$ cat src/rtl/isftc_pkg.sv
// Purpose: shared constants of the image sensor frame timing controller
// Assumes: 8-bit register map reached over the two-wire serial slave
// Notes: only the low 32 register addresses are implemented
package isftc_pkg;
    // ==========================================================
    // serial bus addressing
    localparam logic [7:0] DEV_WR_ADDR = 8'h42; // write address byte
    localparam logic [7:0] DEV_RD_ADDR = 8'h43; // read address byte
    localparam int REG_COUNT = 32; // implemented register slots
    localparam logic [2:0] MAP_HIGH_ZERO = 3'h0; // address[7:5] inside the map
    // ==========================================================
    // register offsets
    localparam logic [4:0] A_ID = 5'h00; // read-only identity
    localparam logic [4:0] A_HB_LO = 5'h01; // hblank_low_byte
    localparam logic [4:0] A_VB_LO = 5'h02; // vblank_low_byte
    localparam logic [4:0] A_EXP_HI = 5'h03; // exposure [11:8] in [3:0]
    localparam logic [4:0] A_EXP_LO = 5'h04; // exposure [7:0]
    localparam logic [4:0] A_HT_HI = 5'h09; // crop_height_high
    localparam logic [4:0] A_HT_LO = 5'h0a; // crop_height_low
    localparam logic [4:0] A_WD_HI = 5'h0b; // crop_width_high
    localparam logic [4:0] A_WD_LO = 5'h0c; // crop_width_low
    localparam logic [4:0] A_LEAD = 5'h0d; // frame_lead_rows
    localparam logic [4:0] A_TRAIL = 5'h0e; // frame_trail_rows
    localparam logic [4:0] A_BLK_HI = 5'h0f; // blanking_high_nibbles
    localparam logic [4:0] A_HOLD = 5'h12; // hold_delay_pixels
    localparam logic [4:0] A_MODE = 5'h14; // readout mode, flips
    // ==========================================================
    // field positions
    localparam int MODE_COL_FLIP = 0; // mirror columns
    localparam int MODE_ROW_FLIP = 1; // upside down rows
    // ==========================================================
    // reset values
    localparam logic [7:0] R_HB_LO = 8'h6a;
    localparam logic [7:0] R_VB_LO = 8'h70;
    localparam logic [7:0] R_EXP_LO = 8'h96;
    localparam logic [7:0] R_HT_HI = 8'h01;
    localparam logic [7:0] R_HT_LO = 8'he8;
    localparam logic [7:0] R_WD_HI = 8'h02;
    localparam logic [7:0] R_WD_LO = 8'h88;
    localparam logic [7:0] R_LEAD = 8'h02;
    localparam logic [7:0] R_TRAIL = 8'h04;
    localparam logic [7:0] R_HOLD = 8'h42;
    // ==========================================================
    // timing terms, in rows or pixel clocks
    localparam logic [13:0] FRAME_EXTRA_ROWS = 14'h0008; // window minus valid lines
    localparam logic [13:0] LINE_EXTRA_PIX = 14'h0004; // fixed tail of a row
    localparam logic [13:0] EDGE_ROWS = 14'h0004; // dummy rows each window edge
    // ==========================================================
    // serial slave states
    typedef enum {S_IDLE, S_DEV, S_REG, S_WR, S_ACK, S_RD, S_MACK} isftc_bus_e;

    // reset value of one register slot
    function automatic logic [7:0] reg_reset(input logic [4:0] a);
        case (a)
            A_HB_LO: reg_reset = R_HB_LO;
            A_VB_LO: reg_reset = R_VB_LO;
            A_EXP_LO: reg_reset = R_EXP_LO;
            A_HT_HI: reg_reset = R_HT_HI;
            A_HT_LO: reg_reset = R_HT_LO;
            A_WD_HI: reg_reset = R_WD_HI;
            A_WD_LO: reg_reset = R_WD_LO;
            A_LEAD: reg_reset = R_LEAD;
            A_TRAIL: reg_reset = R_TRAIL;
            A_HOLD: reg_reset = R_HOLD;
            default: reg_reset = 8'h00;
        endcase
    endfunction
endpackage

$ cat src/rtl/isftc_top.sv
// Purpose: serial register slave and frame/line timing generator of the sensor
// Assumes: serial pins are asynchronous and sampled by i_mclk; one pixel per i_mclk
// Notes: pixel clock equals i_mclk; timing follows register changes at once
// Behaviour
// RQ1: answer address bytes 0x42 write, 0x43 read
// RQ2: host makes start and stop conditions
// RQ3: host drives the serial clock always
// RQ4: single write: three bytes each acknowledged
// RQ5: incremental write acknowledges every data byte
// RQ6: single read returns one byte, host nacks
// RQ7: incremental read returns consecutive bytes
// RQ8: pointer advances after each data byte
// RQ9: columns ascend, or descend when flipped
// RQ10: rows ascend, or descend when flipped
// RQ11: colour lines alternate blue/green and green/red
// RQ12: frame rows equal blanking plus valid plus eight
// RQ13: vertical blanking from 0x0f[7:4] and 0x02
// RQ14: lead rows taken from register 0x0d
// RQ15: trail rows taken from register 0x0e
// RQ16: frame sync inactive during idle rows
// RQ17: valid lines equal window height minus eight
// RQ18: short exposure: idle is blanking minus lead, trail
// RQ19: long exposure stretches idle rows
// RQ20: row time is blank+hold+width+4 clocks
// RQ21: horizontal blanking from 0x0f[3:0] and 0x01
// RQ22: hold delay taken from register 0x12
// RQ23: host programs window width 648 for VGA
`timescale 1ns/1ps
`default_nettype none
module isftc_top #(
    parameter logic [7:0] CHIP_ID = 8'h5a // arbitrary identity value
) (
    input wire logic i_mclk,
    input wire logic i_nrst,
    input wire logic i_serial_clock_pin,
    input wire logic i_serial_line_pin,
    output logic o_serial_line_pin,
    output logic o_serial_line_oe,
    output logic o_frame_sync,
    output logic o_line_valid,
    output logic [9:0] o_col_addr,
    output logic [8:0] o_row_addr,
    output logic o_cfa_red_line
);
    // ==========================================================
    // state of the whole block
    typedef struct packed {
        logic scl_s1; // first sync stage, read only by scl_s2
        logic scl_s2;
        logic scl_q; // delayed copy for edge finding
        logic sda_s1;
        logic sda_s2;
        logic sda_q;
        isftc_pkg::isftc_bus_e st; // serial slave state
        isftc_pkg::isftc_bus_e after_ack; // state following an ack slot
        logic ack_drive; // ack slot already driven
        logic [3:0] bitcnt; // bits of current byte
        logic [7:0] shreg; // shift register
        logic [7:0] ptr; // register pointer
        logic sda_oe; // pull line low
        logic [isftc_pkg::REG_COUNT-1:0][7:0] regs; // register file
        logic [13:0] col; // pixel counter inside a row
        logic [13:0] row; // row counter inside a frame
        logic frame_sync;
        logic line_valid;
        logic [9:0] col_addr;
        logic [8:0] row_addr;
        logic cfa_red;
    } isftc_state_s;

    isftc_state_s q; // registered state
    isftc_state_s next_q; // next state

    // ==========================================================
    // helpers
    // subtraction clamped at zero, guards bad lead/trail settings
    function automatic logic [13:0] sub_sat(input logic [13:0] a, input logic [13:0] b);
        sub_sat = (a > b) ? a - b : 14'h0000;
    endfunction

    // read data for an address byte; outside the map reads zero
    function automatic logic [7:0] reg_read(input isftc_state_s s, input logic [7:0] a);
        if (a[7:5] != isftc_pkg::MAP_HIGH_ZERO) begin
            reg_read = 8'h00;
        end else if (a[4:0] == isftc_pkg::A_ID) begin
            reg_read = CHIP_ID;
        end else begin
            reg_read = s.regs[a[4:0]];
        end
    endfunction

    // ==========================================================
    // decoded timing terms
    logic scl_rise; // serial clock rising edge
    logic scl_fall; // serial clock falling edge
    logic bus_start; // start or repeated start
    logic bus_stop; // stop condition
    logic [7:0] byte_in; // byte including the bit just sampled
    logic [13:0] hblank; // horizontal_blank_pixels
    logic [13:0] vblank; // vertical_blank_rows
    logic [13:0] win_h; // window height
    logic [13:0] win_w; // window width
    logic [13:0] expo; // exposure in rows
    logic [13:0] lead_rows; // frame_lead_rows
    logic [13:0] trail_rows; // frame_trail_rows
    logic [13:0] hold_pix; // hold_delay_pixels
    logic [13:0] idle_rows; // frame_sync_idle_rows
    logic [13:0] row_time; // pixel clocks per row
    logic [13:0] frame_period; // rows per frame
    logic [13:0] win_row; // row index inside window
    logic [13:0] win_col; // column index inside window
    logic in_win_row;
    logic in_win_col;

    // edges come from the second and third stages only
    assign scl_rise = q.scl_s2 & ~q.scl_q;
    assign scl_fall = ~q.scl_s2 & q.scl_q;
    assign bus_start = q.scl_s2 & q.scl_q & q.sda_q & ~q.sda_s2; // see RQ2
    assign bus_stop = q.scl_s2 & q.scl_q & ~q.sda_q & q.sda_s2; // see RQ2
    assign byte_in = {q.shreg[6:0], q.sda_s2};

    // register fields widened to the counter width
    assign hblank = {2'b00, q.regs[isftc_pkg::A_BLK_HI][3:0],
                     q.regs[isftc_pkg::A_HB_LO]}; // see RQ21
    assign vblank = {2'b00, q.regs[isftc_pkg::A_BLK_HI][7:4],
                     q.regs[isftc_pkg::A_VB_LO]}; // see RQ13
    assign win_h = {5'h00, q.regs[isftc_pkg::A_HT_HI][0], q.regs[isftc_pkg::A_HT_LO]};
    assign win_w = {4'h0, q.regs[isftc_pkg::A_WD_HI][1:0], q.regs[isftc_pkg::A_WD_LO]};
    assign expo = {2'b00, q.regs[isftc_pkg::A_EXP_HI][3:0], q.regs[isftc_pkg::A_EXP_LO]};
    assign lead_rows = {6'h00, q.regs[isftc_pkg::A_LEAD]}; // see RQ14
    assign trail_rows = {6'h00, q.regs[isftc_pkg::A_TRAIL]}; // see RQ15
    assign hold_pix = {6'h00, q.regs[isftc_pkg::A_HOLD]}; // see RQ22

    // idle rows: blanking rules unless exposure is longer than the frame
    always_comb begin
        if (expo > win_h + vblank) begin
            idle_rows = sub_sat(expo, win_h + lead_rows + trail_rows); // see RQ19
        end else begin
            idle_rows = sub_sat(vblank, lead_rows + trail_rows); // see RQ18
        end
    end

    // row and frame lengths; window holds valid lines plus eight
    assign row_time = hblank + hold_pix + win_w + isftc_pkg::LINE_EXTRA_PIX; // see RQ20
    assign frame_period = idle_rows + lead_rows + win_h + trail_rows; // see RQ12

    // window position of the current counters
    assign win_row = q.row - idle_rows - lead_rows;
    assign win_col = q.col - hblank - hold_pix;
    assign in_win_row = (q.row >= idle_rows + lead_rows) &&
                        (q.row < idle_rows + lead_rows + win_h);
    assign in_win_col = (q.col >= hblank + hold_pix) &&
                        (q.col < hblank + hold_pix + win_w);

    // ==========================================================
    // next state
    always_comb begin
        next_q = q;
        // two flip-flops before any logic looks at the pins
        next_q.scl_s1 = i_serial_clock_pin;
        next_q.scl_s2 = q.scl_s1;
        next_q.scl_q = q.scl_s2;
        next_q.sda_s1 = i_serial_line_pin;
        next_q.sda_s2 = q.sda_s1;
        next_q.sda_q = q.sda_s2;

        // ------------------------------------------------------
        // serial slave; sample on rising, drive on falling edge
        if (bus_stop) begin
            // stop frees the line; the pointer survives
            next_q.st = isftc_pkg::S_IDLE;
            next_q.sda_oe = 1'b0;
        end else if (bus_start) begin
            // repeated start keeps the pointer for reads
            next_q.st = isftc_pkg::S_DEV;
            next_q.bitcnt = 4'h0;
            next_q.sda_oe = 1'b0;
            next_q.ack_drive = 1'b0;
        end else begin
            case (q.st)
                isftc_pkg::S_DEV, isftc_pkg::S_REG, isftc_pkg::S_WR: begin
                    if (scl_rise) begin
                        next_q.shreg = byte_in;
                        next_q.bitcnt = q.bitcnt + 4'h1;
                        if (q.bitcnt == 4'h7) begin
                            next_q.bitcnt = 4'h0;
                            next_q.st = isftc_pkg::S_ACK;
                            next_q.ack_drive = 1'b0;
                            if (q.st == isftc_pkg::S_DEV) begin
                                // other addresses are ignored until next start
                                if (byte_in == isftc_pkg::DEV_WR_ADDR) begin
                                    next_q.after_ack = isftc_pkg::S_REG; // see RQ1
                                end else if (byte_in == isftc_pkg::DEV_RD_ADDR) begin
                                    next_q.after_ack = isftc_pkg::S_RD; // see RQ1
                                end else begin
                                    next_q.st = isftc_pkg::S_IDLE;
                                end
                            end else if (q.st == isftc_pkg::S_REG) begin
                                next_q.ptr = byte_in; // see RQ4
                                next_q.after_ack = isftc_pkg::S_WR;
                            end else begin
                                // identity slot and unmapped space drop writes
                                if (q.ptr[7:5] == isftc_pkg::MAP_HIGH_ZERO &&
                                    q.ptr[4:0] != isftc_pkg::A_ID) begin
                                    next_q.regs[q.ptr[4:0]] = byte_in; // see RQ4
                                end
                                next_q.ptr = q.ptr + 8'h01; // see RQ8
                                next_q.after_ack = isftc_pkg::S_WR; // see RQ5
                            end
                        end
                    end
                end
                isftc_pkg::S_ACK: begin
                    if (scl_fall) begin
                        if (!q.ack_drive) begin
                            // pull low across the ninth clock
                            next_q.sda_oe = 1'b1; // see RQ4
                            next_q.ack_drive = 1'b1;
                        end else if (q.after_ack == isftc_pkg::S_RD) begin
                            // first read bit goes out as the ack clock falls, after the ack
                            next_q.shreg = reg_read(q, q.ptr); // see RQ6
                            next_q.sda_oe = ~next_q.shreg[7];
                            next_q.st = isftc_pkg::S_RD;
                        end else begin
                            next_q.sda_oe = 1'b0;
                            next_q.st = q.after_ack;
                        end
                    end
                end
                isftc_pkg::S_RD: begin
                    if (scl_rise) begin
                        next_q.bitcnt = q.bitcnt + 4'h1;
                        if (q.bitcnt == 4'h7) begin
                            next_q.bitcnt = 4'h0;
                            next_q.ptr = q.ptr + 8'h01; // see RQ8
                            next_q.st = isftc_pkg::S_MACK;
                            next_q.ack_drive = 1'b0;
                        end
                    end else if (scl_fall) begin
                        next_q.shreg = {q.shreg[6:0], 1'b0};
                        next_q.sda_oe = ~q.shreg[6];
                    end
                end
                isftc_pkg::S_MACK: begin
                    if (scl_fall && !q.ack_drive) begin
                        // free the line for the host's answer
                        next_q.sda_oe = 1'b0;
                    end else if (scl_fall) begin
                        // host acked: send the following byte
                        next_q.shreg = reg_read(q, q.ptr); // see RQ7
                        next_q.sda_oe = ~next_q.shreg[7];
                        next_q.st = isftc_pkg::S_RD;
                    end else if (scl_rise) begin
                        if (q.sda_s2) begin
                            // no ack ends the read; wait for stop
                            next_q.st = isftc_pkg::S_IDLE; // see RQ6
                        end else begin
                            next_q.ack_drive = 1'b1; // see RQ7
                        end
                    end
                end
                default: begin
                    next_q.sda_oe = 1'b0;
                end
            endcase
        end

        // ------------------------------------------------------
        // pixel and row counters; >= recovers if a shorter setting lands
        if (q.col + 14'h0001 >= row_time) begin
            next_q.col = 14'h0000;
            if (q.row + 14'h0001 >= frame_period) begin
                next_q.row = 14'h0000;
            end else begin
                next_q.row = q.row + 14'h0001;
            end
        end else begin
            next_q.col = q.col + 14'h0001;
        end

        // ------------------------------------------------------
        // registered timing outputs
        next_q.frame_sync = (q.row >= idle_rows); // see RQ16
        next_q.line_valid = in_win_row && in_win_col &&
                            (win_row >= isftc_pkg::EDGE_ROWS) &&
                            (win_row + isftc_pkg::EDGE_ROWS < win_h); // see RQ17
        if (in_win_col) begin
            if (q.regs[isftc_pkg::A_MODE][isftc_pkg::MODE_COL_FLIP]) begin
                next_q.col_addr = 10'(win_w - 14'h0001 - win_col); // see RQ9
            end else begin
                next_q.col_addr = win_col[9:0]; // see RQ9
            end
        end
        if (in_win_row) begin
            if (q.regs[isftc_pkg::A_MODE][isftc_pkg::MODE_ROW_FLIP]) begin
                next_q.row_addr = 9'(win_h - 14'h0001 - win_row); // see RQ10
                next_q.cfa_red = ~win_row[0] ^ win_h[0]; // see RQ11
            end else begin
                next_q.row_addr = win_row[8:0]; // see RQ10
                next_q.cfa_red = win_row[0]; // see RQ11
            end
        end

        // ------------------------------------------------------
        // synchronous reset
        if (!i_nrst) begin
            next_q = '0;
            next_q.st = isftc_pkg::S_IDLE;
            next_q.after_ack = isftc_pkg::S_IDLE;
            next_q.scl_s1 = 1'b1;
            next_q.scl_s2 = 1'b1;
            next_q.scl_q = 1'b1;
            next_q.sda_s1 = 1'b1;
            next_q.sda_s2 = 1'b1;
            next_q.sda_q = 1'b1;
            for (int i = 0; i < isftc_pkg::REG_COUNT; i++) begin
                next_q.regs[i] = isftc_pkg::reg_reset(5'(i));
            end
        end
    end

    // ==========================================================
    // single state register
    always_ff @(posedge i_mclk) begin
        q <= next_q;
    end

    // ==========================================================
    // outputs; open drain data line only ever drives low
    assign o_serial_line_pin = 1'b0;
    assign o_serial_line_oe = q.sda_oe;
    assign o_frame_sync = q.frame_sync;
    assign o_line_valid = q.line_valid;
    assign o_col_addr = q.col_addr;
    assign o_row_addr = q.row_addr;
    assign o_cfa_red_line = q.cfa_red;
endmodule
`default_nettype wire

$ cat config.mk
export PLATFORM = sky130hd
export DESIGN_NAME = isftc_top
export DESIGN_NICKNAME = d
export VERILOG_FILES = /design/src/rtl/isftc_pkg.sv /design/src/rtl/isftc_top.sv
export SDC_FILE = /design/constraint.sdc
export NUM_CORES = 1
export LEC_CHECK = 0
export BUFFER_PORTS_ARGS = -buffer_cell sky130_fd_sc_hd__buf_4
export CAP_MARGIN = 20
export CORE_MARGIN = 2
export CORE_UTILIZATION = 35
export CTS_BUF_LIST = sky130_fd_sc_hd__clkbuf_8
export CTS_CLUSTER_DIAMETER = 80
export DETAILED_ROUTE_END_ITERATION = 10
export SYNTH_ARGS = -nofsm -noshare
export SYNTH_HDL_FRONTEND = slang
export SYNTH_SLANG_ARGS = --single-unit
export TNS_END_PERCENT = 20
$ cat constraint.sdc
create_clock -name i_mclk -period 9.6 [get_ports i_mclk]
set_clock_uncertainty 0.1 [all_clocks]
set_input_delay 0.48 -clock i_mclk [delete_from_list [all_inputs] [get_ports i_mclk]]
set_output_delay 0.48 -clock i_mclk [all_outputs]
set_load 0.02 [all_outputs]
* Yosys cells after proc, flatten, opt, wreduce, memory -nomap -nowiden
Cells that the tools add are included.
** Storage, ports and cells
- Bits in registers :: 397
- Input bits :: 4
- Output and inout port bits :: 24
- Word-level logic and storage cells :: 259
** Operators by class
- $add $sub $neg :: 25
- Order comparisons :: 14
- Eq/ne operators :: 40
- Multiplexer cells :: 75
- Bitwise gates (word level) :: 22
- Reductions and logical operators :: 30
** Operators with widths (number)
- two-way mux 32 bit :: 14
- bitwise mux 256 bit :: 1
- two-way mux 8 bit :: 20
- equality test 32 x 3 -> 1 bit, second input constant :: 4
- case mux 32 bit (4 select lines) :: 1
- equality test 32 x 2 -> 1 bit, second input constant :: 3
- two-way mux 85 bit :: 1
- two-way mux 69 bit :: 1
- >= comparator 14 bit :: 4
- two-way mux 14 bit :: 4
- two-way mux 7 bit :: 7
- binary-select mux 8 bit (select 5 bit) :: 1
- demux 8 bit (select 5 bit) :: 1
- inequality test 3 bit, second input constant :: 13
- equality test 32 x 1 -> 1 bit, second input constant :: 1
- equality test 32 x 4 -> 1 bit, second input constant :: 1
- adder 14 x 1 -> 14 bit, second input constant :: 2
- adder 14 x 3 -> 14 bit, second input constant :: 2
- adder 14 x 8 -> 14 bit :: 2
- less-than comparator 14 bit :: 2
- case mux 7 bit (4 select lines) :: 1
- inequality test 2 bit, second input constant :: 12
- AND reduction 11 bit :: 2
- two-way mux 10 bit :: 2
- other kinds (54) :: 104

* Longest topological paths before layout
- Depth after elaboration :: 15
- Mapped depth :: 46
- Gate-level depth less buffers :: 46

* Least setup slack after synthesis
OpenSTA, ideal clock, no wires.
- Kind :: flip-flop to flip-flop
- From :: register q[131] (netlist bit)
- To :: register q[23] (netlist bit)
- Setup time :: 64 ps
- Data arrival time :: 8753 ps
- Data required time :: 9436 ps
- Setup slack :: 683 ps
- Cell stages (with the launch flop) :: 41
- Path buffers :: 0
- Period minus slack after synthesis :: 8917 ps
- Path through :: dfxtp_1 inv_1 fa_1 inv_1 ha_1 a21o_1 a21oi_1 o21bai_1 a21oi_1 o21bai_1 a21oi_1 xor2_1 ha_1 a21o_1 a21oi_1 nand2_1 o31ai_1 nor2_1 [... 5 more ...] o21bai_1 a21oi_1 nor2_1 a211oi_1 xor2_1 ha_1 a21oi_1 a221oi_1 xnor3_4 inv_1 xnor2_1 ha_1 nand4_1 o31ai_1 o31ai_1 a31oi_1 nor4b_1 a22o_1
** On the way
- Cells in the longest elaborated chain, start to end :: 10
- Elaborated cells on any way between the ends :: 13
- Those cells by class :: add/sub (7); order compare (3); mux (3)
** Ends and longest elaborated chain
- from (decl) :: RTL line isftc_top.sv:71 : isftc_state_s q;
- from (signal assigned) :: RTL line isftc_top.sv:325 : q <= next_q;
- adder 9 x 8 -> 10 bit :: RTL line isftc_top.sv:137 : idle_rows = sub_sat(expo, win_h + lead_rows + trail_rows);
- adder 10 x 8 -> 11 bit :: RTL line isftc_top.sv:137
- subtractor 12 x 11 -> 13 bit / > comparator 12 x 11 -> 1 bit (equally long branches) :: RTL line isftc_top.sv:78 : sub_sat = (a > b) ? a - b : 14'h0000;
- two-way mux 14 bit :: RTL line isftc_top.sv:78
- two-way mux 14 bit :: RTL line isftc_top.sv:136 : if (expo > win_h + vblank) begin
- adder 14 x 8 -> 14 bit :: RTL line isftc_top.sv:145 : assign frame_period = idle_rows + lead_rows + win_h + trail_rows;
- adder 14 x 9 -> 14 bit (*) :: RTL line isftc_top.sv:145
- adder 14 x 8 -> 14 bit (*) :: RTL line isftc_top.sv:145
- >= comparator 14 bit (*) :: RTL line isftc_top.sv:272 : if (q.row + 14'h0001 >= frame_period) begin
- two-way mux 14 bit (*) :: RTL line isftc_top.sv:272
Every way passes the cells marked *; elsewhere a longest branch is shown, timed or not.
A chain may end at the register's enable or synchronous reset.

* Worst setup path after layout
- From :: register q[131] (netlist bit)
- To :: register q[28] (netlist bit)
Same word-level chain as after synthesis.

==> flow_summary_export.csv <==
group,metric,value,unit
status,status,"completed",
worst_setup_path,crit_family,"adder cells",
detailed_routing,wl_per_cell,18.8,um
global_routing,grt_pass1_vias,20500,
finish,syn_to_final_growth,10.5,%
detailed_routing,vias,21800,
floorplanning,rows,97,
floorplanning,die_h,271,um
floorplanning,io_pins,28,
power_and_ir_drop,seqPwrFrac,0.473,
finish,layout.nets,3424,
power_and_ir_drop,pwr-share-comb,0.023,
timing,relSlewSlack,0.327,
finish,fill_cells,7204,
synthesis,synth_common_cells,"616 x nand2_1, 392 x a21oi_1, 338 x dfxtp_1",
synthesis,postSynth.asyncResetShare,0,
clocking,clk_pin_slew,0.06,ns
job,maxCapViolCount,0,
detailed_routing,dr.pass1.iters,7,
synthesis,yosys_warnings,0,
timing,holdWs,0.230,ns
finish,drive_gt1_frac,0.0967,
timing,hold_violations,0,
timing,final.min_clock_period,9.09,ns
floorplanning,die_x,271,um
timing,tns,0,ns
power_and_ir_drop,p_per_area,108,nW/um^2
worst_setup_path,timing.critical_path.mode_cell,"ha_1",
power_and_ir_drop,cellLeakagePower,11.0,nW
timing,finalCritPeriodShare,0.947,
timing,finalSetupViolCount,0,
global_routing,grt_pass1_wl,119,mm
worst_setup_path,cp-start-kind,"flip-flop",
floorplanning,initial_core_util,0.354,
power_and_ir_drop,switching_share,0.245,
power_and_ir_drop,p_int,2.25,mW
global_routing,grt_max_degree,94,
worst_setup_path,slowest_stage,"fa_2",
synthesis,synth-seq-cells,338,
clocking,clockRootBuffer,"clkbuf_8",
synthesis,synth_seq_area_share,0.272,
timing,fmax,110,MHz
synthesis,synth_top_cell_by_area,"dfxtp_1",
power_and_ir_drop,power_frac_clock,0.504,
detailed_routing,detail-route-antenna-nets,0,
synthesis,synthTopCellsByArea,"dfxtp_1 27%, ha_1 14%, nand2_1 9.3%",
global_routing,grt_antenna_before_repair,3,
synthesis,synth_area,24900,um^2
clocking,cts_buffer_depth,3,
worst_setup_path,critPathMaxStageDelay,0.58,ns
clocking,cts_made_buffers,61,
synthesis,synth-edff-count,0,
synthesis,netlist-cell-type-count,85,
placement,io_buffers,26,
detailed_routing,drtIter0Drc,1880,
synthesis,avgSynthCellArea,8.05,um^2
floorplanning,core_area,70300,um^2
clocking,cts_htree_levels,2,
clocking,clock_latency,0.70,ns
synthesis,synth_most_common_cell,"nand2_1",
detailed_routing,vias_per_cell,5.34,
worst_setup_path,endpoint_kind,"flip-flop",
synthesis,netlist_instances,3093,
detailed_routing,routed_wl,77.0,mm
worst_setup_path,worstPathRequired,10.13,ns
global_routing,track_usage,0.205,
clocking,cts.sinks,338,
worst_setup_path,cp_max_fo,6,
synthesis,syn_nets,3419,
clocking,cts_tree,"built",
timing,worstMarginPinSlew,0.994,ns
power_and_ir_drop,vdd_drop_max,0.126,mV
timing,slew_violations,0,
worst_setup_path,path_buf_inv,4,
placement,post-dp-hpwl,55.8,mm
global_routing,grt-ovfl-total,0,
synthesis,synth_top_area_frac,0.272,
hold_path,hold_class,"input pin to flip-flop",
placement,routabilityCongestion,0.947,
detailed_routing,drc,0,
synthesis,synth_ff_type,"dfxtp_1",
floorplanning,die_area,73300,um^2
power_and_ir_drop,p_sw,0.729,mW
worst_setup_path,critPathKind,"flip-flop to flip-flop",
worst_setup_path,crit_arrival,9.62,ns
==> metal layers <==
layer / wire (um) / share of wire / GRT usage / vias up
li1: - / - / - / 10700
met1: 36600 / 0.48 / 0.292 / 10400
met2: 33700 / 0.44 / 0.318 / 637
met3: 4680 / 0.061 / 0.0325 / 117
met4: 2030 / 0.026 / 0.0595 / 0
met5: 0 / 0 / 0 / -
==> worst register-to-register path: cells and delay by family (launching register included) <==
kind	cells	cell delay (ns)
compound gates	18	2.68
xor+xnor	2	0.26
fa+ha+maj	9	3.02
buf+inv	4	0.38
flops	1	0.38
mux	1	0.31
simple gates	10	1.86
==> path summary, 6_finish.rpt <==
path / from / cells after the start / slack (ns) / end
setup reg to reg: q[131]$_SDFFE_PN0P_ / 44 / 0.51 / q[28]$_SDFFE_PN0P_
hold reg to reg: q[394]$_SDFF_PN1_ / 1 / 0.32 / byte_in[0]$_SDFF_PN1_
hold / removal: i_nrst / 3 / 0.23 / o_row_addr[1]$_SDFFE_PN0P_
setup / recovery: q[131]$_SDFFE_PN0P_ / 44 / 0.51 / q[28]$_SDFFE_PN0P_
==> through the flow <==
stage               utilization  instances  area [um^2]  worst slack, ns  power [mW]
finish                    0.391       4086        27500            0.512        2.98
detailed placement        0.371       3971        26000            0.144        1.51
global placement          0.371       3971        26000            0.270        1.51
global route              0.391       4085        27500          -0.0350        3.09
CTS                       0.390       4082        27400            0.104        3.01
floorplan                     -       3093        24900            0.683        1.49
==> cell families (layout without fill, tap and decap cells) <==
family / after synthesis / after routing / synth area share
and+or+nand+nor: 1053 / 1053 / 0.184
AOI/OAI and AO/OA: 766 / 766 / 0.185
buffers and inverters: 361 / 412 / 0.0586
DFF: 338 / 338 / 0.272
adders and majority gates: 322 / 322 / 0.173
xor gates and xnor gates: 158 / 158 / 0.0572
muxes: 93 / 93 / 0.0702
other: 2 / 4 / 0.000302
==> power groups by stage <==
stage          combinational, mW  clock (mW)  sequential (mW)
6_report                  0.0679        1.50             1.41
5_1_grt                   0.0750        1.60             1.41
4_1_cts                   0.0681        1.53             1.41
3_5_place_dp              0.0674           0             1.44
3_3_place_gp              0.0675           0             1.44
2_1_floorplan             0.0476           0             1.44
==> cell type report <==
cell class              instances  area, um^2  share of cell area
multi-input cells            2394       16800               0.610
flip-flops and latches        338        6780               0.247
well taps                     940        1180              0.0428
clock buffers                  70         963              0.0350
inverters                     219         830              0.0302
repair buffers                 84         636              0.0231
clock inverters                39         349              0.0127
diodes                          2        5.00            0.000182
==> flip-flops by register name (all words and copies together), names as in the netlist <==
register          flops
byte_in               8
expo                 12
o_line_valid          1
hold_pix              8
hblank               12
o_frame_sync          1
lead_rows             8
o_row_addr            9
o_col_addr           10
q                   268
o_serial_line_oe      1
==> cell usage in the layout (no fill, tap or decap), drive strengths merged, types with 27 or more instances in the layout <==
master / instances
a211oi: 27
a21o: 48
a21oi: 392
and2: 34
buf: 82
clkbuf: 70
dfxtp: 338
fa: 36
ha: 286
inv: 239
mux4: 65
nand2: 616
nand3: 65
nand4: 28
nor2: 162
nor3: 39
o21ai: 108
xnor2: 104
xor2: 53
==> what timing repair did <==
action / in CTS / in global routing
gates resized for setup: 0 / 29
hold buffers: 2 / 0
setup endpoints to repair: 0 / 22
setup buffers: 0 / 2
hold endpoints to repair: 2 / 0
(Power assumes the default switching activity.)
